==> config.mk <==
export PLATFORM = sky130hd
export DESIGN_NAME = ipa_top
export DESIGN_NICKNAME = d
export VERILOG_FILES = /design/src/include/ipa_pkg.sv /design/src/ipa_branch_code_low_code.sv /design/src/ipa_rank_arb.sv /design/src/ipa_top.sv
export SDC_FILE = /design/constraint.sdc
export NUM_CORES = 1
export LEC_CHECK = 0
export BUFFER_PORTS_ARGS = -buffer_cell sky130_fd_sc_hd__buf_2
export CAP_MARGIN = 20
export CELL_PAD_IN_SITES_DETAIL_PLACEMENT = 0
export CELL_PAD_IN_SITES_GLOBAL_PLACEMENT = 2
export CORE_AREA = 4 4 221 137
export CTS_CLUSTER_DIAMETER = 50
export DETAILED_ROUTE_END_ITERATION = 12
export DIE_AREA = 0 0 225 141
export PLACE_DENSITY_LB_ADDON = 0.1
export SKIP_LAST_GASP = 1
export SYNTH_ARGS = -nofsm -noshare
export SYNTH_HDL_FRONTEND = slang
export SYNTH_SLANG_ARGS = --single-unit
==> constraint.sdc <==
create_clock -name core_clk -period 19.45 [get_ports core_clk]
set_clock_uncertainty 0.05 [all_clocks]
set_input_delay 3.89 -clock core_clk [delete_from_list [all_inputs] [get_ports core_clk]]
set_output_delay 3.89 -clock core_clk [all_outputs]
set_load 0.005 [all_outputs]
==> src/include/ipa_pkg.sv <==
// Shared constants, types and rank helpers for the IRQ priority arbiter.
// Assumes a 32-bit APB master and byte addresses on paddr.
package ipa_pkg;
	localparam logic [31:0] ADDR_MCFG  = 32'h01e00014;
	localparam logic [31:0] ADDR_SCUR  = 32'h01e00018;
	localparam logic [31:0] ADDR_MCUR  = 32'h01e0001c;
	localparam logic [31:0] ADDR_SVC   = 32'h01e00020;
	localparam logic [31:0] ADDR_EVST  = 32'h01e00030;
	localparam logic [31:0] ADDR_EVMSK = 32'h01e00034;
	localparam logic [31:0] MCFG_RST   = 32'h00001f1b;
	localparam logic [31:0] SCUR_RST   = 32'h1b1b1b1b;
	localparam logic [7:0]  RANK_RST   = 8'h1b;
	localparam logic [15:0] MCFG_WMASK = 16'h1fff;
	localparam int          MMODE_BIT  = 12;
	localparam int          GMODE_HI   = 11;
	localparam int          NUM_SRC    = 26;
	localparam int          SRC_RTC    = 1;
	localparam int          SRC_ADC    = 0;
	localparam int          EV_W       = 3;
	localparam int          EV_REQ     = 0;
	localparam int          EV_GRANT   = 1;
	localparam int          EV_CLASH   = 2;
	// Base of the branch code; the value is arbitrary
	localparam logic [5:0]  VEC_BASE   = 6'h08;

	typedef enum logic [1:0] {
		SVC_IDLE = 2'b01,
		SVC_BUSY = 2'b10
	} ipa_svc_t;

	// Rank code of one slot, slot 0 in the top two bits
	function automatic logic [1:0] rank_of(input logic [7:0] ranks, input int slot);
		rank_of = ranks[(3 - slot) * 2 +: 2];
	endfunction : rank_of

	// Best requesting slot: {valid, slot}, lowest rank code wins
	function automatic logic [2:0] best_slot(input logic [3:0] req, input logic [7:0] ranks);
		logic [2:0] res;
		int         i;
		res = 3'h0;
		for (i = 0; i < 4; i++)
		begin
			if (req[i] && (!res[2] || rank_of(ranks, i) < rank_of(ranks, int'(res[1:0]))))
				res = {1'b1, 2'(i)};
		end
		best_slot = res;
	endfunction : best_slot

	// Winner drops to last rank, those behind it move up one
	function automatic logic [7:0] rank_rotate(input logic [7:0] ranks, input logic [1:0] slot);
		logic [7:0] res;
		logic [1:0] w;
		int         i;
		res = ranks;
		w = rank_of(ranks, int'(slot));
		for (i = 0; i < 4; i++)
		begin
			if (i == int'(slot))
				res[(3 - i) * 2 +: 2] = 2'h3;
			else if (rank_of(ranks, i) > w)
				res[(3 - i) * 2 +: 2] = rank_of(ranks, i) - 2'h1;
		end
		rank_rotate = res;
	endfunction : rank_rotate

	// True when all four rank codes differ
	function automatic logic ranks_distinct(input logic [7:0] r);
		ranks_distinct = (r[7:6] != r[5:4]) && (r[7:6] != r[3:2]) && (r[7:6] != r[1:0])
			&& (r[5:4] != r[3:2]) && (r[5:4] != r[1:0]) && (r[3:2] != r[1:0]);
	endfunction : ranks_distinct
endpackage : ipa_pkg

==> src/ipa_branch_code_low_code.sv <==
// Low six bits of the branch code for the source being vectored.
// Assumes a source index 0..25 from the arbiter.
`timescale 1ns/1ns
`default_nettype none
module ipa_branch_code_low_code
	import ipa_pkg::*;
(
	input  wire logic [4:0] src_idx,
	output logic [5:0]      code_low
);
	// Table is ordered from the highest source index down
	always_comb
	begin
		code_low = 6'(VEC_BASE + 6'(5'd25 - src_idx));
	end
endmodule : ipa_branch_code_low_code
`default_nettype wire

==> src/ipa_rank_arb.sv <==
// Four-slot rank arbiter with fixed or round-robin live order.
// Assumes distinct programmed rank codes and a one-cycle grant pulse.
`timescale 1ns/1ns
`default_nettype none
module ipa_rank_arb
	import ipa_pkg::*;
(
	input  wire logic       core_clk,
	input  wire logic       rst,
	input  wire logic [3:0] req,
	input  wire logic [7:0] prog_rank,
	input  wire logic       fixed_mode,
	input  wire logic       reload,
	input  wire logic       grant,
	output logic [7:0]      live_rank,
	output logic            win_valid,
	output logic [1:0]      win_slot
);
	logic [7:0] next_live_rank;
	logic [2:0] best;

	// Winner by live order, so round-robin changes take effect at once
	assign best      = best_slot(req, live_rank);
	assign win_valid = best[2];
	assign win_slot  = best[1:0];

	// Fixed mode mirrors the program; round-robin rotates on grant
	always_comb
	begin
		next_live_rank = live_rank;
		if (fixed_mode || reload)
			next_live_rank = prog_rank;
		else if (grant && win_valid)
			next_live_rank = rank_rotate(live_rank, win_slot);
	end

	// Live order register
	always_ff @(posedge core_clk)
	begin
		if (rst)
			live_rank <= RANK_RST;
		else
			live_rank <= next_live_rank;
	end

	fixed_follow_a: assert property (@(posedge core_clk) disable iff (rst)
		fixed_mode |=> live_rank == $past(prog_rank))
		else $error("live order does not follow program in fixed mode");

	rr_rotate_a: assert property (@(posedge core_clk) disable iff (rst)
		(!fixed_mode && !reload && grant && win_valid)
		|=> rank_of(live_rank, int'($past(win_slot))) == 2'h3)
		else $error("granted slot not moved to last rank");
endmodule : ipa_rank_arb
`default_nettype wire

==> src/ipa_top.sv <==
// IRQ priority arbiter: master config, live rank status, branch code.
// Assumes pending, already masked requests on irq_src and an APB master.
`timescale 1ns/1ns
`default_nettype none
module ipa_top
	import ipa_pkg::*;
(
	input  wire logic        core_clk,
	input  wire logic        rst,
	input  wire logic        psel,
	input  wire logic        penable,
	input  wire logic        pwrite,
	input  wire logic [31:0] paddr,
	input  wire logic [31:0] pwdata,
	output logic [31:0]      prdata,
	output logic             pready,
	output logic             pslverr,
	input  wire logic [25:0] irq_src,
	input  wire logic [31:0] irq_slave_priority_config,
	input  wire logic        irq_ack,
	input  wire logic        irq_done,
	output logic             core_irq,
	output logic [25:0]      service_pending,
	output logic             event_irq
);
	logic [15:0]     mcfg;
	logic [15:0]     next_mcfg;
	logic [EV_W-1:0] ev_stat;
	logic [EV_W-1:0] next_ev_stat;
	logic [EV_W-1:0] ev_mask;
	logic [EV_W-1:0] next_ev_mask;
	logic [31:0]     next_prdata;
	logic            next_pslverr;
	logic [25:0]     next_service_pending;
	logic [5:0]      branch_code_low;
	logic [5:0]      next_branch_code_low;
	logic [31:0]     slave_cfg_q;
	logic            any_req;
	logic            any_req_q;
	ipa_svc_t        state;
	ipa_svc_t        next_state;
	logic            setup;
	logic            wr;
	logic            mcfg_wr;
	logic            mcfg_wr_q;
	logic            grant;
	logic [7:0]      slave_live [4];
	logic [3:0]      slave_win_valid;
	logic [1:0]      slave_win_slot [4];
	logic [4:0]      grp_idx [4];
	logic [3:0]      grp_req;
	logic [3:0]      prog_any;
	logic [7:0]      live_group_rank;
	logic            m_win_valid;
	logic [1:0]      m_win_slot;
	logic [4:0]      win_idx;
	logic [5:0]      vec_code;
	logic [31:0]     slave_live_word;
	logic [31:0]     mcur_word;

	// Zero-wait slave; read data is prepared in the setup cycle
	assign pready  = 1'b1;
	assign setup   = psel && !penable;
	assign wr      = psel && penable && pwrite;
	assign mcfg_wr = wr && (paddr == ADDR_MCFG);

	// Level request to the core while any source is pending
	assign any_req  = |irq_src;
	assign core_irq = any_req;
	assign event_irq = |(ev_stat & ev_mask);

	assign slave_live_word = {slave_live[0], slave_live[1], slave_live[2], slave_live[3]};
	assign mcur_word = {16'h0000, 2'b00, branch_code_low, live_group_rank};

	// One slave unit per group; source slots are hard wired
	genvar g;
	generate
		for (g = 0; g < 4; g++)
		begin : grp
			localparam int BASE = 25 - 6 * g;
			logic [3:0] sreq;
			logic       k0;
			logic       k1;
			assign sreq = {irq_src[BASE-3], irq_src[BASE-2], irq_src[BASE-1], irq_src[BASE]};
			assign k0   = irq_src[BASE-4];
			assign k1   = irq_src[BASE-5];
			assign prog_any[g] = |sreq;
			assign grp_req[g]  = (|sreq) || k0 || k1;
			assign grp_idx[g] = slave_win_valid[g] ? 5'(BASE - int'(slave_win_slot[g]))
				: (k0 ? 5'(BASE - 4) : 5'(BASE - 5));

			ipa_rank_arb u_slave (
				.core_clk   (core_clk),
				.rst        (rst),
				.req        (sreq),
				.prog_rank  (irq_slave_priority_config[31-8*g -: 8]),
				.fixed_mode (mcfg[GMODE_HI-g]),
				.reload     (irq_slave_priority_config[31-8*g -: 8] != slave_cfg_q[31-8*g -: 8]),
				.grant      (grant && m_win_valid && (m_win_slot == 2'(g))),
				.live_rank  (slave_live[g]),
				.win_valid  (slave_win_valid[g]),
				.win_slot   (slave_win_slot[g])
			);

			fixed_below_a: assert property (@(posedge core_clk) disable iff (rst)
				(grant && m_win_valid && m_win_slot == 2'(g) && prog_any[g])
				|=> !service_pending[BASE-4] && !service_pending[BASE-5])
				else $error("fixed source chosen over programmable one");
		end
	endgenerate

	// master mode bit steers
	// Reload one cycle after the write: at the write edge mcfg still holds the old ranks
	ipa_rank_arb u_master (
		.core_clk   (core_clk),
		.rst        (rst),
		.req        (grp_req),
		.prog_rank  (mcfg[7:0]),
		.fixed_mode (mcfg[MMODE_BIT]),
		.reload     (mcfg_wr_q),
		.grant      (grant),
		.live_rank  (live_group_rank),
		.win_valid  (m_win_valid),
		.win_slot   (m_win_slot)
	);

	always_comb
	begin
		if (m_win_valid)
			win_idx = grp_idx[m_win_slot];
		else if (irq_src[SRC_RTC])
			win_idx = 5'(SRC_RTC);
		else
			win_idx = 5'(SRC_ADC);
	end

	ipa_branch_code_low_code u_vec (
		.src_idx  (win_idx),
		.code_low (vec_code)
	);

	// One service at a time; an acknowledge while busy is ignored
	assign grant = irq_ack && any_req && (state == SVC_IDLE);

	// Service sequence and flags
	always_comb
	begin
		next_state           = state;
		next_service_pending = service_pending;
		next_branch_code_low = branch_code_low;
		case (state)
			SVC_IDLE:
			begin
				if (grant)
				begin
					next_service_pending = 26'h0 | (26'h1 << win_idx);
					next_branch_code_low = vec_code;
					next_state           = SVC_BUSY;
				end
			end
			SVC_BUSY:
			begin
				if (irq_done)
				begin
					next_service_pending = 26'h0;
					next_state           = SVC_IDLE;
				end
			end
			default:
			begin
				next_service_pending = 26'h0;
				next_state           = SVC_IDLE;
			end
		endcase
	end

	// Register file: config, event status and mask, read data
	always_comb
	begin
		next_mcfg    = mcfg;
		next_ev_mask = ev_mask;
		next_prdata  = prdata;
		next_pslverr = pslverr;
		if (mcfg_wr)
			next_mcfg = pwdata[15:0] & MCFG_WMASK;
		if (wr && (paddr == ADDR_EVMSK))
			next_ev_mask = pwdata[EV_W-1:0];
		// Set wins over write-one-to-clear in the same cycle
		next_ev_stat = ev_stat;
		if (wr && (paddr == ADDR_EVST))
			next_ev_stat = ev_stat & ~pwdata[EV_W-1:0];
		if (any_req && !any_req_q)
			next_ev_stat[EV_REQ] = 1'b1;
		if (grant)
			next_ev_stat[EV_GRANT] = 1'b1;
		if (mcfg_wr && !ranks_distinct(pwdata[7:0]))
			next_ev_stat[EV_CLASH] = 1'b1;
		if (setup)
		begin
			next_pslverr = 1'b0;
			case (paddr)
				ADDR_MCFG:  next_prdata = {16'h0000, mcfg};
				ADDR_SCUR:  next_prdata = slave_live_word;
				ADDR_MCUR:  next_prdata = mcur_word;
				ADDR_SVC:   next_prdata = {6'h00, service_pending};
				ADDR_EVST:  next_prdata = {29'h0, ev_stat};
				ADDR_EVMSK: next_prdata = {29'h0, ev_mask};
				default:
				begin
					next_prdata  = 32'h0;
					next_pslverr = 1'b1;
				end
			endcase
			// Live status and service registers refuse writes
			if (pwrite && (paddr == ADDR_SCUR || paddr == ADDR_MCUR || paddr == ADDR_SVC))
				next_pslverr = 1'b1;
		end
	end

	// All state registers
	always_ff @(posedge core_clk)
	begin
		if (rst)
		begin
			mcfg            <= MCFG_RST[15:0];
			ev_stat         <= '0;
			ev_mask         <= '0;
			prdata          <= 32'h0;
			pslverr         <= 1'b0;
			service_pending <= 26'h0;
			branch_code_low <= 6'h00;
			slave_cfg_q     <= SCUR_RST;
			mcfg_wr_q       <= 1'b0;
			any_req_q       <= 1'b0;
			state           <= SVC_IDLE;
		end
		else
		begin
			mcfg            <= next_mcfg;
			ev_stat         <= next_ev_stat;
			ev_mask         <= next_ev_mask;
			prdata          <= next_prdata;
			pslverr         <= next_pslverr;
			service_pending <= next_service_pending;
			branch_code_low <= next_branch_code_low;
			slave_cfg_q     <= irq_slave_priority_config;
			mcfg_wr_q       <= mcfg_wr;
			any_req_q       <= any_req;
			state           <= next_state;
		end
	end

	mcfg_reset_a: assert property (@(posedge core_clk)
		rst |=> {16'h0000, mcfg} == MCFG_RST)
		else $error("config reset value wrong");

	gmode_reset_a: assert property (@(posedge core_clk)
		rst |=> mcfg[11:8] == 4'hf && mcfg[MMODE_BIT])
		else $error("mode bits not fixed after reset");

	mcfg_write_a: assert property (@(posedge core_clk) disable iff (rst)
		mcfg_wr |=> mcfg[12:0] == $past(pwdata[12:0]) && mcfg[15:13] == 3'b000)
		else $error("config write not stored");

	master_fixed_a: assert property (@(posedge core_clk) disable iff (rst)
		(mcfg[MMODE_BIT] && !mcfg_wr) ##1 grant |=> live_group_rank == $past(mcfg[7:0], 2))
		else $error("master order moved in fixed mode");

	scur_reset_a: assert property (@(posedge core_clk)
		rst |=> slave_live_word == SCUR_RST)
		else $error("slave live status reset wrong");

	mcur_reset_a: assert property (@(posedge core_clk)
		rst |=> live_group_rank == RANK_RST)
		else $error("master live status reset wrong");

	mcur_read_a: assert property (@(posedge core_clk) disable iff (rst)
		(setup && !pwrite && paddr == ADDR_MCUR)
		|=> prdata[15:14] == 2'b00 && prdata[13:8] == $past(branch_code_low))
		else $error("master status read wrong");

	one_svc_a: assert property (@(posedge core_clk) disable iff (rst)
		$onehot0(service_pending))
		else $error("more than one service flag");

	code_cap_a: assert property (@(posedge core_clk) disable iff (rst)
		grant |=> branch_code_low == $past(vec_code) && service_pending[$past(win_idx)])
		else $error("branch code or flag not captured");

	direct_last_a: assert property (@(posedge core_clk) disable iff (rst)
		(grant && |irq_src[25:2]) |=> !service_pending[SRC_RTC] && !service_pending[SRC_ADC])
		else $error("direct source won over a group");

	slot_map_a: assert property (@(posedge core_clk) disable iff (rst)
		(grant && irq_src == 26'h2000000) |=> service_pending[25])
		else $error("first external source not in group A slot A");
endmodule : ipa_top
`default_nettype wire

# Word level (Yosys, flattened, before mapping)
# Index checks and enable logic that the tools add are counted.
totals:
  register_bits: 160
  inputBits: 129
  output_inout_bits: 62
op_classes:
  n_addsub: 46
  n_lt_le_gt_ge: 36
  eq_ne: 38
  shifts: 21
  muxes: 96
  n_bitwise: 4
  reduce_logical: 151
ops:
  columns: ["cell", "count"]
  rows:
  - ["$shiftx 8x32->2", 20]
  - ["$eq 32x25->1 const B", 6]
  - ["$pmux 32 s6", 1]
  - ["$mux 2", 42]
  - ["$mux 8", 10]
  - ["$mux 3", 21]
  - ["$reduce_bool 3->1", 20]
  - ["$sub 2x2->3 const A", 20]
  - ["$mux 26", 2]
  - ["$pmux 26 s2", 1]
  - ["$reduce_and 2->1", 22]
  - ["$gt 2x2->1", 20]
  - ["$logic_and 1x1->1", 40]
  - ["$sub 2x1->2 const B", 20]
  - ["$mux 5", 7]
  - ["$ne 8x8->1", 4]
  - ["$logic_or 1x1->1", 30]
  - ["$lt 2x2->1", 15]
  - ["$reduce_or 26->1", 1]
  - ["$shl 1x5->26 const A", 1]
  - ["$eq 2x2->1 const A", 10]
  - ["$logic_not 1->1", 18]
  - ["$reduce_bool 2->1", 8]
  - ["$reduce_or 4->1", 4]
  - ["other kinds (21)", 49]

# Logic depth before layout (Yosys ltp)
# Gate-level depths: netlist of run 1.
logic_depth:
  word_depth: 30
  ltp_mapped: 26

# By module
# A second synthesis of run 1 with hierarchy kept.
unflattened:
  hier_cells: 1304
  area_unflattened_um2: 10639.0
modules_own_cells:
  columns: ["module", "n_inst", "cells_per_inst", "area_each_um2", "seq_area_each_um2"]
  rows:
  - ["ipa_top", 1, 608, 5577.8, 2402.3]
  - ["ipa_rank_arb at grp[0].u_slave ...", 3, 139, 1009.7, 160.2]
  - ["ipa_rank_arb at grp[3].u_slave", 1, 136, 992.2, 160.2]
  - ["ipa_rank_arb at grp[2].u_slave", 1, 134, 973.4, 160.2]
  - ["ipa_branch_code_low_code", 1, 9, 66.3, 0.0]

# Worst setup path before layout of run 1
# OpenSTA, ideal clock, no wires.
synth_timing:
  kind: "input -> output"
  start: "input port irq_src[19]"
  end: "output port core_irq"
  arrival_time_ps: 5307
  setup_slack_ps: 10203
  cell_stages: 5
  path_cell_list: "or4_4 -> nor3_2 -> nand3_1 -> nor3_1 -> inv_1"
synth_via:
  elab_chain_cells: 1
synth_lines:
  columns: ["item", "line", "source"]
  rows:
  - ["start: declaration", "ipa_top.sv:18", "input wire logic [25:0] irq_src,"]
  - ["$reduce_or 26->1", "ipa_top.sv:68", "assign any_req = |irq_src;"]
  - ["end: declaration", "ipa_top.sv:22", "output logic core_irq,"]
# No other way between the ends.

# Final worst setup path of run 1
layout_timing:
  start: "input port irq_src[25]"
  end: "output port core_irq"
# Same word-level chain as after synthesis.

==> out/qor.yml, run 1 <==
status:
  status: "completed"
clock_tree:
  cts_resized: 0
  cts.path.max_buffers: 2
  cts_tree: "yes"
  clkLatencyLatePin_ns: 0.45
  cts_root_buffer: "clkbuf_16"
  cts.sinks: 160
  post_cts_buffers: 0
  cts_made_buffers: 17
  path_clk_slew_ns: 0.07
  htree_levels: 4
  ctsHoldBuffers: 0
worst_setup_path:
  cp_max_fo: 6
  cp_data_required_time_ns: 15.51
  critical_path_arrival_ns: 6.24
  critical_path_class: "primary input to primary output"
  worstSetupStartpointType: "primary input"
  endpoint_kind: "primary output"
global_routing:
  grt_pass1_wl_um: 55200
  antenna_found_initial: 0
  grt_max_degree: 58
  track_usage_pct: 22.7
  grt_pass1_vias: 8747
  grt_overflow_total: 0
synthesis:
  ys_ff_latch: 160
  yosys_warnings: 0
  synth_area_um2: 9780
  synth-edff-count: 0
  syn_nets: 1422
  syn_area_per_cell_um2: 7.88
  seq_area_frac_synth_pct: 32.7
  synth_flop_cell: "dfxtp_1"
  synth_cells: 1242
  netlist-cell-type-count: 78
  ys_async_sr_fraction_pct: 0
sta:
  period_share_pct: 52.4
  rsz0062_at_grt: "false"
  finalHoldViolCount: 0
  setup_viol: 0
  slew_headroom_pct: 29.6
  drv_slew: 0
  fin_setup_tns_ns: 0
  period_minus_slack_ns: 10.18
  worst-slew-pin-transition_ns: 1.05
  fmax_mhz: 98.2
detailed_routing:
  viasPerCell: 5.49
  met1_length_um: 20400
  firstDrtPassIters: 5
  ant_nets: 0
  met2RoutedLength_um: 13700
  top_layer_used: "met4"
  drc: 0
  wire_per_inst_um: 20.6
  postRouteWirelength_um: 36600
  vias: 9729
  drt_iter0_drc: 909
  met3_length_um: 2330
die:
  fp.dieH_um: 141
  design.core.area_um2: 28300
  start_util_pct: 34.6
  row_count: 48
  die_area_um2: 31700
  die_w_um: 225
  io_pins: 191
final_layout:
  syn_to_final_growth_pct: 18.5
  drive_gt1_share_pct: 19.1
  antennaDiodeCount: 0
  nets: 1566
  utilization_pct: 41.0
power:
  seq_power_share_pct: 40.8
  p_per_area_nw_per_um2: 73.9
  p_clk_share_pct: 40.8
  p_comb_share_pct: 18.4
  swShare_pct: 31.0
  p_int_uw: 591
  p_switching_uw: 266
  leakage_uw: 0.00482
  irDropWorstVdd_mv: 0.0457
job:
  drv_cap: 0
placed_design:
  dpl.hpwl_um: 28800
  place.gp.congestion: 0.859
  port_buffers: 170
min_path:
  hp-class: "register to register"
[metal layers]
metal | GRT usage (%) | vias to the layer above
met3 | 4.39 | 22
met5 | 0 | -
met4 | 3.16 | 0
met1 | 38.6 | 4598
met2 | 28.9 | 283
li1 | - | 4826
[cells in the mapped netlist (all sizes together) (5+ instances only)]
| cell type | count | area share, % |
|---|---|---|
| dfxtp | 160 | 33 |
| nor2 | 127 | 4.9 |
| nand2 | 123 | 4.7 |
| a21oi | 107 | 5.5 |
| o21ai | 93 | 4.8 |
| inv | 52 | 2.0 |
| ha | 51 | 6.5 |
| clkbuf | 50 | 1.9 |
| nor2b | 39 | 2.5 |
| nand3 | 29 | 1.5 |
| xnor2 | 28 | 2.5 |
| or2 | 25 | 1.6 |
| a22o | 22 | 2.0 |
| a31oi | 18 | 1.2 |
| mux2i | 18 | 1.8 |
| nand2b | 18 | 1.2 |
| o31ai | 18 | 1.4 |
| a22oi | 17 | 1.3 |
| nor4 | 17 | 1.1 |
| nor3 | 16 | 0.87 |
| xor2 | 16 | 1.4 |
| a21o | 14 | 1.1 |
| a222oi | 14 | 1.4 |
| nand4 | 14 | 0.90 |
| o22ai | 14 | 0.96 |
| o211ai | 12 | 0.97 |
| and3 | 10 | 0.69 |
| o21a | 10 | 0.77 |
| a211o | 9 | 0.81 |
| mux2 | 9 | 1.0 |
| and2 | 8 | 0.51 |
| buf | 7 | 0.42 |
| or3 | 7 | 0.45 |
| a211oi | 6 | 0.46 |
| nor4b | 5 | 0.45 |
| o31a | 5 | 0.54 |
[cells by family after synthesis]
group,after synthesis,synth area share [%]
XOR/XNOR,44,3.94
adder cells (fa/ha/maj),55,6.94
flip-flops,160,32.7
AO/OA/AOI/OAI,395,26.7
AND/OR/NAND/NOR,451,22.4
other,1,0.0383
multiplexers,27,2.88
buffers and inverters,109,4.34
[worst max-delay path: stages]
cell and delay, ns:
buf_2 0.14, nor4_1 0.58, and2_0 0.41, nand3_1 0.25
nor3_1 0.59, inv_1 0.20, buf_2 0.18
[cell type report]
class / count / area (um^2)
Fill cell: 2977 / 16700
Multi-Input combinational cell: 973 / 6170
Sequential cell: 160 / 3200
Timing Repair Buffer: 182 / 963
Tap cell: 375 / 469
Clock buffer: 20 / 467
Inverter: 52 / 195
Clock inverter: 11 / 121
[power groups by stage]
stage	clock network [uW]	registers, uW	logic [uW]
3_3_place_gp	0	357	153
6_report	349	349	158
2_1_floorplan	0	351	105
4_1_cts	357	349	157
3_5_place_dp	0	357	156
5_1_grt	369	351	180
[cells in the final DEF, fill, tap and decap left out, types with 18 or more instances in the layout]
| cell | Yosys | layout |
|---|---|---|
| o31ai_1 | 18 | 18 |
| a21oi_1 | 107 | 107 |
| nand3_1 | 29 | 29 |
| inv_1 | 52 | 52 |
| nor2_1 | 127 | 127 |
| or2_2 | 25 | 25 |
| a31oi_1 | 18 | 18 |
| xnor2_1 | 28 | 28 |
| nand2_1 | 123 | 123 |
| ha_1 | 51 | 51 |
| o21ai_0 | 91 | 91 |
| dfxtp_1 | 160 | 160 |
| buf_2 | 3 | 169 |
| mux2i_1 | 18 | 18 |
| a22o_1 | 22 | 22 |
| nor2b_1 | 39 | 39 |
| nand2b_1 | 18 | 18 |
[per-stage QoR]
stage / setup slack, ns / area [um^2] / total power (uW) / cells / hold slack [ns]
2_1_floorplan: 10.20 / 9780 / 457 / 1242 / 0.383
3_3_place_gp: 9.09 / 11000 / 509 / 1741 / 0.387
3_5_place_dp: 9.19 / 11000 / 513 / 1742 / 0.396
4_1_cts: 9.25 / 11600 / 863 / 1773 / 0.404
5_1_grt: 9.10 / 11600 / 899 / 1773 / 0.428
6_report: 9.27 / 11600 / 856 / 1773 / 0.398
[registers in the layout, indices dropped and copies added (netlist names), 2 cells and up]
| signal | flops |
|---|---|
| slave_cfg_q | 32 |
| ev_mask | 3 |
| branch_code_low | 6 |
| ev_stat | 3 |
| service_pending | 26 |
| u_master.live_rank | 8 |
| state | 2 |
| prdata | 32 |
| mcfg | 13 |
| grp.u_slave.live_rank | 32 |
[worst paths after layout]
| kind | from | end | slack, ns | cells past startpoint |
|---|---|---|---|---|
| worst max-delay path | irq_src[25] | core_irq | 9.27 | 7 |
| worst min-delay path | prdata[30] | prdata[30] | 0.40 | 2 |
| worst max register to register | u_master.live_rank[7] | u_master.live_rank[0] | 13.16 | 21 |
| worst min register to register | prdata[30] | prdata[30] | 0.40 | 2 |
Note: power is estimated with default switching activity, not from simulation.
==> run 2: changes to the inputs <==
--- a/config.mk
+++ b/config.mk
@@ -9,10 +9,10 @@
 export CAP_MARGIN = 20
 export CELL_PAD_IN_SITES_DETAIL_PLACEMENT = 0
 export CELL_PAD_IN_SITES_GLOBAL_PLACEMENT = 2
-export CORE_AREA = 4 4 221 137
+export CORE_AREA = 4 4 243 150
 export CTS_CLUSTER_DIAMETER = 50
 export DETAILED_ROUTE_END_ITERATION = 12
-export DIE_AREA = 0 0 225 141
+export DIE_AREA = 0 0 247 154
 export PLACE_DENSITY_LB_ADDON = 0.1
 export SKIP_LAST_GASP = 1
 export SYNTH_ARGS = -nofsm -noshare
==> constraint.sdc (replaced) <==
create_clock -name core_clk -period 8.2 [get_ports core_clk]
set_clock_uncertainty 0.05 [all_clocks]
set_input_delay 1.64 -clock core_clk [delete_from_list [all_inputs] [get_ports core_clk]]
set_output_delay 1.64 -clock core_clk [all_outputs]
set_load 0.005 [all_outputs]
==> out/qor.yml, run 2 (synthesized netlist as in run 1, its figures left out) <==
sta:
  period_share_pct: 84.3
  worst-slew-pin-transition_ns: 1.02  # was 1.05 ns
  setup_viol: 0  # unchanged
  fmax_mhz: 145
  period_minus_slack_ns: 6.91
  drv_slew: 0  # unchanged
  rsz0062_at_grt: "false"  # unchanged
  finalHoldViolCount: 0  # unchanged
  fin_setup_tns_ns: 0  # unchanged
  worst_slack_ns: 1.29  # was 9.27 ns
  slew_headroom_pct: 31.8  # was 29.6%
global_routing:
  grt_max_degree: 57  # was 58
  grt_overflow_total: 0  # unchanged
  grt_pass1_vias: 9119  # was 8747
  grt_pass1_wl_um: 58200  # was 55200 um
  antenna_found_initial: 2  # was 0
  track_usage_pct: 20.1  # was 22.7%
min_path:
  hp-class: "register to register"  # unchanged
  whs_path_depth: 2  # unchanged
job:
  drv_cap: 0  # unchanged
die:
  die_w_um: 247  # was 225 um
  row_count: 53  # was 48
  fp.dieH_um: 154  # was 141 um
  design.core.area_um2: 34400  # was 28300 um^2
  io_pins: 191  # unchanged
  start_util_pct: 28.4  # was 34.6%
  die_area_um2: 38000  # was 31700 um^2
placed_design:
  port_buffers: 170  # unchanged
  place_inst: 1837  # was 1742
  dpl.hpwl_um: 30400  # was 28800 um
  place.gp.congestion: 0.820  # was 0.859
  dp_slack_ns: 0.868  # was 9.19 ns
final_layout:
  nets: 1569  # was 1566
  syn_to_final_growth_pct: 19.6  # was 18.5%
  final_cell_mix: "169 x buf_2, 160 x dfxtp_1, 127 x nor2_1"  # unchanged
  fin_cells: 1869  # was 1773
  drive_gt1_share_pct: 19.5  # was 19.1%
  reg_top3: "grp.u_slave.live_rank (32), prdata (32), slave_cfg_q (32)"  # unchanged
  final_common_cell: "buf_2"  # unchanged
  antennaDiodeCount: 0  # unchanged
detailed_routing:
  postRouteWirelength_um: 38500  # was 36600 um
  firstDrtPassIters: 6  # was 5
  drt_iter0_drc: 727  # was 909
  viasPerCell: 5.18  # was 5.49
  ant_nets: 0  # unchanged
  drc: 0  # unchanged
  vias: 9680  # was 9729
  wire_per_inst_um: 20.6  # about the same
worst_setup_path:
  cp_max_fo: 7  # was 6
  cp_data_required_time_ns: 8.51  # was 15.51 ns
  ff2ff_path_depth: 16  # was 21
  worstSetupStartpointType: "primary input"  # unchanged
  endpoint_kind: "register"  # was primary output
  critical_path_class: "primary input to register"  # was primary input to primary output
  critical_path_arrival_ns: 7.22  # was 6.24 ns
clock_tree:
  cts_tree: "yes"  # unchanged
  htree_levels: 4  # unchanged
  cts_root_buffer: "clkbuf_16"  # unchanged
  clkLatencyLatePin_ns: 0.45  # about the same
  cts_resized: 0  # unchanged
  cts.sinks: 160  # unchanged
  post_cts_buffers: 0  # unchanged
  ctsHoldBuffers: 0  # unchanged
  cts_made_buffers: 17  # unchanged
  path_clk_slew_ns: 0.08  # was 0.07 ns
  cts.path.max_buffers: 2  # unchanged
power:
  leakage_uw: 0.00481  # was 0.00482 uW
  p_per_area_nw_per_um2: 171  # was 73.9 nW/um^2
  irDropWorstVdd_mv: 0.147  # was 0.0457 mV
status:
  status: "completed"  # unchanged
[run 2: report_power, final]
group / switching (uW) / total (uW) / internal [uW]
sequential: 28.2 / 829 / 801
combinational: 228 / 377 / 149
clock: 397 / 800 / 403
total: 653 / 2010 / 1350
[run 2: critical path, cell delays in order]
cell and delay (ns):
buf_2 0.14, or4_4 0.59, or3_1 0.51, o21ai_2 0.20, mux2i_1 0.29, ha_1 0.28, o22ai_2 0.24, nand2_1 0.20
and3_4 0.25, nor2_1 0.22, inv_1 0.08, ha_1 0.23, nor2_1 0.12, o211ai_2 0.16, o21ai_1 0.40, nand2_1 0.10
o31ai_1 0.11, ha_1 0.29, or2_2 0.29, maj3_1 0.40, and3_1 0.20, o41ai_1 0.27
[run 2: metal layers]
metal / wire length, um / vias up / track usage [%]
met5: 0 / - / 0
met2: 14700 / 254 / 26.9
li1: - / 4830 / -
met1: 21500 / 4577 / 33.0
met4: 361 / 0 / 4.29
met3: 1950 / 19 / 2.67
[run 2: final timing paths]
kind                                     from                    end  slack [ns]
setup / recovery                  irq_src[19]  u_master.live_rank[0]        1.29
hold / removal                     prdata[28]             prdata[28]        0.40
setup reg to reg  grp[0].u_slave.live_rank[7]     branch_code_low[3]        2.38
hold reg to reg                    prdata[28]             prdata[28]        0.40
[run 2: cell type report]
type,count,area [um^2]
Clock buffer,17,425
Clock inverter,15,148
Fill cell,3712,22700
Inverter,52,195
Multi-Input combinational cell,973,6180
Sequential cell,160,3200
Tap cell,467,584
Timing Repair Buffer,185,966
[run 2: metrics by stage]
step	instance area (um^2)	utilization (%)	total power, uW	hold slack [ns]
final	11700	34.0	2010	0.398
after detailed placement	11100	32.3	1220	0.394
after global placement	11100	32.3	1220	0.392
after floorplan	9780	-	1080	0.383
after global routing	11700	34.0	2110	0.434
after CTS	11700	34.0	2030	0.404
==> run 3: changes to the inputs <==
--- a/config.mk
+++ b/config.mk
@@ -9,10 +9,10 @@
 export CAP_MARGIN = 20
 export CELL_PAD_IN_SITES_DETAIL_PLACEMENT = 0
 export CELL_PAD_IN_SITES_GLOBAL_PLACEMENT = 2
-export CORE_AREA = 4 4 243 150
+export CORE_AREA = 4 4 231 143
 export CTS_CLUSTER_DIAMETER = 50
 export DETAILED_ROUTE_END_ITERATION = 12
-export DIE_AREA = 0 0 247 154
+export DIE_AREA = 0 0 235 147
 export PLACE_DENSITY_LB_ADDON = 0.1
 export SKIP_LAST_GASP = 1
 export SYNTH_ARGS = -nofsm -noshare
==> constraint.sdc (replaced) <==
create_clock -name core_clk -period 6.65 [get_ports core_clk]
set_clock_uncertainty 0.05 [all_clocks]
set_input_delay 1.33 -clock core_clk [delete_from_list [all_inputs] [get_ports core_clk]]
set_output_delay 1.33 -clock core_clk [all_outputs]
set_load 0.005 [all_outputs]
==> out/qor.yml, run 3 (synthesized netlist as in run 1, its figures left out) <==
placed_design:
  dpl.hpwl_um: 29700  # was 30400 um
  place.gp.congestion: 0.847  # was 0.820
  port_buffers: 170  # unchanged
  place_inst: 1805  # was 1837
final_layout:
  n_fill_cell: 3246  # was 3712
  syn_to_final_growth_pct: 20.8  # was 19.6%
  final_common_cell: "buf_2"  # unchanged
  antennaDiodeCount: 0  # unchanged
  fin_cells: 1837  # was 1869
  final_cell_mix: "169 x buf_2, 160 x dfxtp_1, 127 x nor2_1"  # unchanged
  drive_gt1_share_pct: 20.5  # was 19.5%
  reg_top3: "grp.u_slave.live_rank (32), prdata (32), slave_cfg_q (32)"  # unchanged
  nets: 1588  # was 1569
  utilization_pct: 38.3  # was 34.0%
sta:
  worst-slew-pin-transition_ns: 0.980  # was 1.02 ns
  hold_slack_ns: 0.405  # was 0.398 ns
  finalHoldViolCount: 0  # unchanged
  fin_setup_tns_ns: 0  # unchanged
  rsz0062_at_grt: "false"  # unchanged
  period_share_pct: 92.5
  fmax_mhz: 163
  setup_viol: 0  # unchanged
  slew_headroom_pct: 34.7  # was 31.8%
  period_minus_slack_ns: 6.15
  drv_slew: 0  # unchanged
clock_tree:
  cts.path.max_buffers: 2  # unchanged
  cts_tree: "yes"  # unchanged
  cts_resized: 0  # unchanged
  cts_made_buffers: 17  # unchanged
  path_clk_slew_ns: 0.07  # was 0.08 ns
  cts.sinks: 160  # unchanged
  post_cts_buffers: 0  # unchanged
  htree_levels: 4  # unchanged
  ctsHoldBuffers: 0  # unchanged
  clkLatencyLatePin_ns: 0.46  # was 0.45 ns
  cts_root_buffer: "clkbuf_16"  # unchanged
worst_setup_path:
  cp_data_required_time_ns: 6.95  # was 8.51 ns
  critical_path_class: "primary input to register"  # unchanged
  cp-startpoint: "irq_src[18]"  # was irq_src[19]
  worstSetupStartpointType: "primary input"  # unchanged
  cp_max_fo: 7  # unchanged
  r2r-end: "grp[1].u_slave.live_rank[3]"  # was branch_code_low[3]
  endpoint_kind: "register"  # unchanged
  r2r-start: "grp[1].u_slave.live_rank[7]"  # was grp[0].u_slave.live_rank[7]
  endpoint: "u_master.live_rank[0]"  # unchanged
  r2r_slack_ns: 1.10  # was 2.38 ns
  ff2ff_path_depth: 26  # was 16
  critical_path_arrival_ns: 6.46  # was 7.22 ns
die:
  design.core.area_um2: 30800  # was 34400 um^2
  row_count: 50  # was 53
  fp.dieH_um: 147  # was 154 um
  start_util_pct: 31.7  # was 28.4%
  die_w_um: 235  # was 247 um
  io_pins: 191  # unchanged
  die_area_um2: 34500  # was 38000 um^2
detailed_routing:
  vias: 9855  # was 9680
  drc: 0  # unchanged
  ant_nets: 0  # unchanged
  drt_iter0_drc: 862  # was 727
  postRouteWirelength_um: 37700  # was 38500 um
  firstDrtPassIters: 6  # unchanged
  viasPerCell: 5.36  # was 5.18
  wire_per_inst_um: 20.5  # was 20.6 um
global_routing:
  grt_pass1_wl_um: 57300  # was 58200 um
  antenna_found_initial: 0  # was 2
  grt_overflow_total: 0  # unchanged
  track_usage_pct: 21.4  # was 20.1%
  grt_pass1_vias: 9082  # was 9119
  grt_max_degree: 56  # was 57
power:
  leakage_uw: 0.00492  # was 0.00481 uW
  irDropWorstVdd_mv: 0.145  # was 0.147 mV
  total_power_uw: 2520  # was 2010 uW
  p_per_area_nw_per_um2: 214  # was 171 nW/um^2
status:
  status: "completed"  # unchanged
job:
  drv_cap: 0  # unchanged
min_path:
  hp-class: "register to register"  # unchanged
## run 3: layer usage
| metal | share of wire (%) | up-vias | wire (um) | GRT usage, % |
|---|---|---|---|---|
| met5 | 0 | - | 0 | 0 |
| met1 | 57 | 4655 | 21300 | 36.0 |
| met2 | 37 | 307 | 13800 | 27.4 |
| li1 | - | 4874 | - | - |
| met3 | 6.0 | 19 | 2280 | 4.20 |
| met4 | 0.74 | 0 | 281 | 3.54 |
## run 3: layout make-up
class / count / area [um^2] / area share [%]
clock buffer: 17 / 425 / 3.60
clock inverter: 15 / 176 / 1.49
inverter: 52 / 195 / 1.65
sequential: 160 / 3200 / 27.1
tap: 416 / 520 / 4.40
multi-input combinational: 973 / 6180 / 52.3
timing repair buffer: 204 / 1120 / 9.44
## run 3: worst max-delay path, stage by stage
cell	delay (ns)
buf_2	0.15
or4_4	0.56
or3_1	0.37
o21ai_2	0.10
mux2i_1	0.27
ha_1	0.28
o22ai_2	0.23
nand2_1	0.13
and3_4	0.21
nor2_1	0.17
inv_1	0.07
ha_1	0.33
o32ai_2	0.10
nand2_1	0.15
o21ai_1	0.15
o31ai_1	0.38
ha_1	0.30
or2_2	0.29
maj3_1	0.40
and3_1	0.20
o41ai_1	0.28
## run 3: stage by stage
stage          worst slack (ns)  instance area [um^2]
2_1_floorplan             0.294                  9780
3_3_place_gp              0.144                 11200
3_5_place_dp             0.0591                 11200
4_1_cts                   0.543                 11800
5_1_grt                   0.206                 11800
6_report                  0.498                 11800
## run 3: power breakdown
part | leakage [uW] | internal, uW | switching (uW) | total (uW)
clock network | 0.000288 | 536 | 494 | 1030
logic | 0.00332 | 192 | 280 | 472
registers | 0.00131 | 988 | 34.1 | 1020
total | 0.00492 | 1720 | 808 | 2520
## run 3: worst min path at each step
stage                                   from                  to  slack (ns)  cells after the start
after floorplan           branch_code_low[5]  branch_code_low[5]        0.38                      2
after global placement            prdata[28]          prdata[28]        0.39                      2
after detailed placement          prdata[28]          prdata[28]        0.40                      2
after CTS                         prdata[28]          prdata[28]        0.41                      2
after global routing      branch_code_low[5]  branch_code_low[5]        0.43                      2
final                             prdata[28]          prdata[28]        0.40                      2
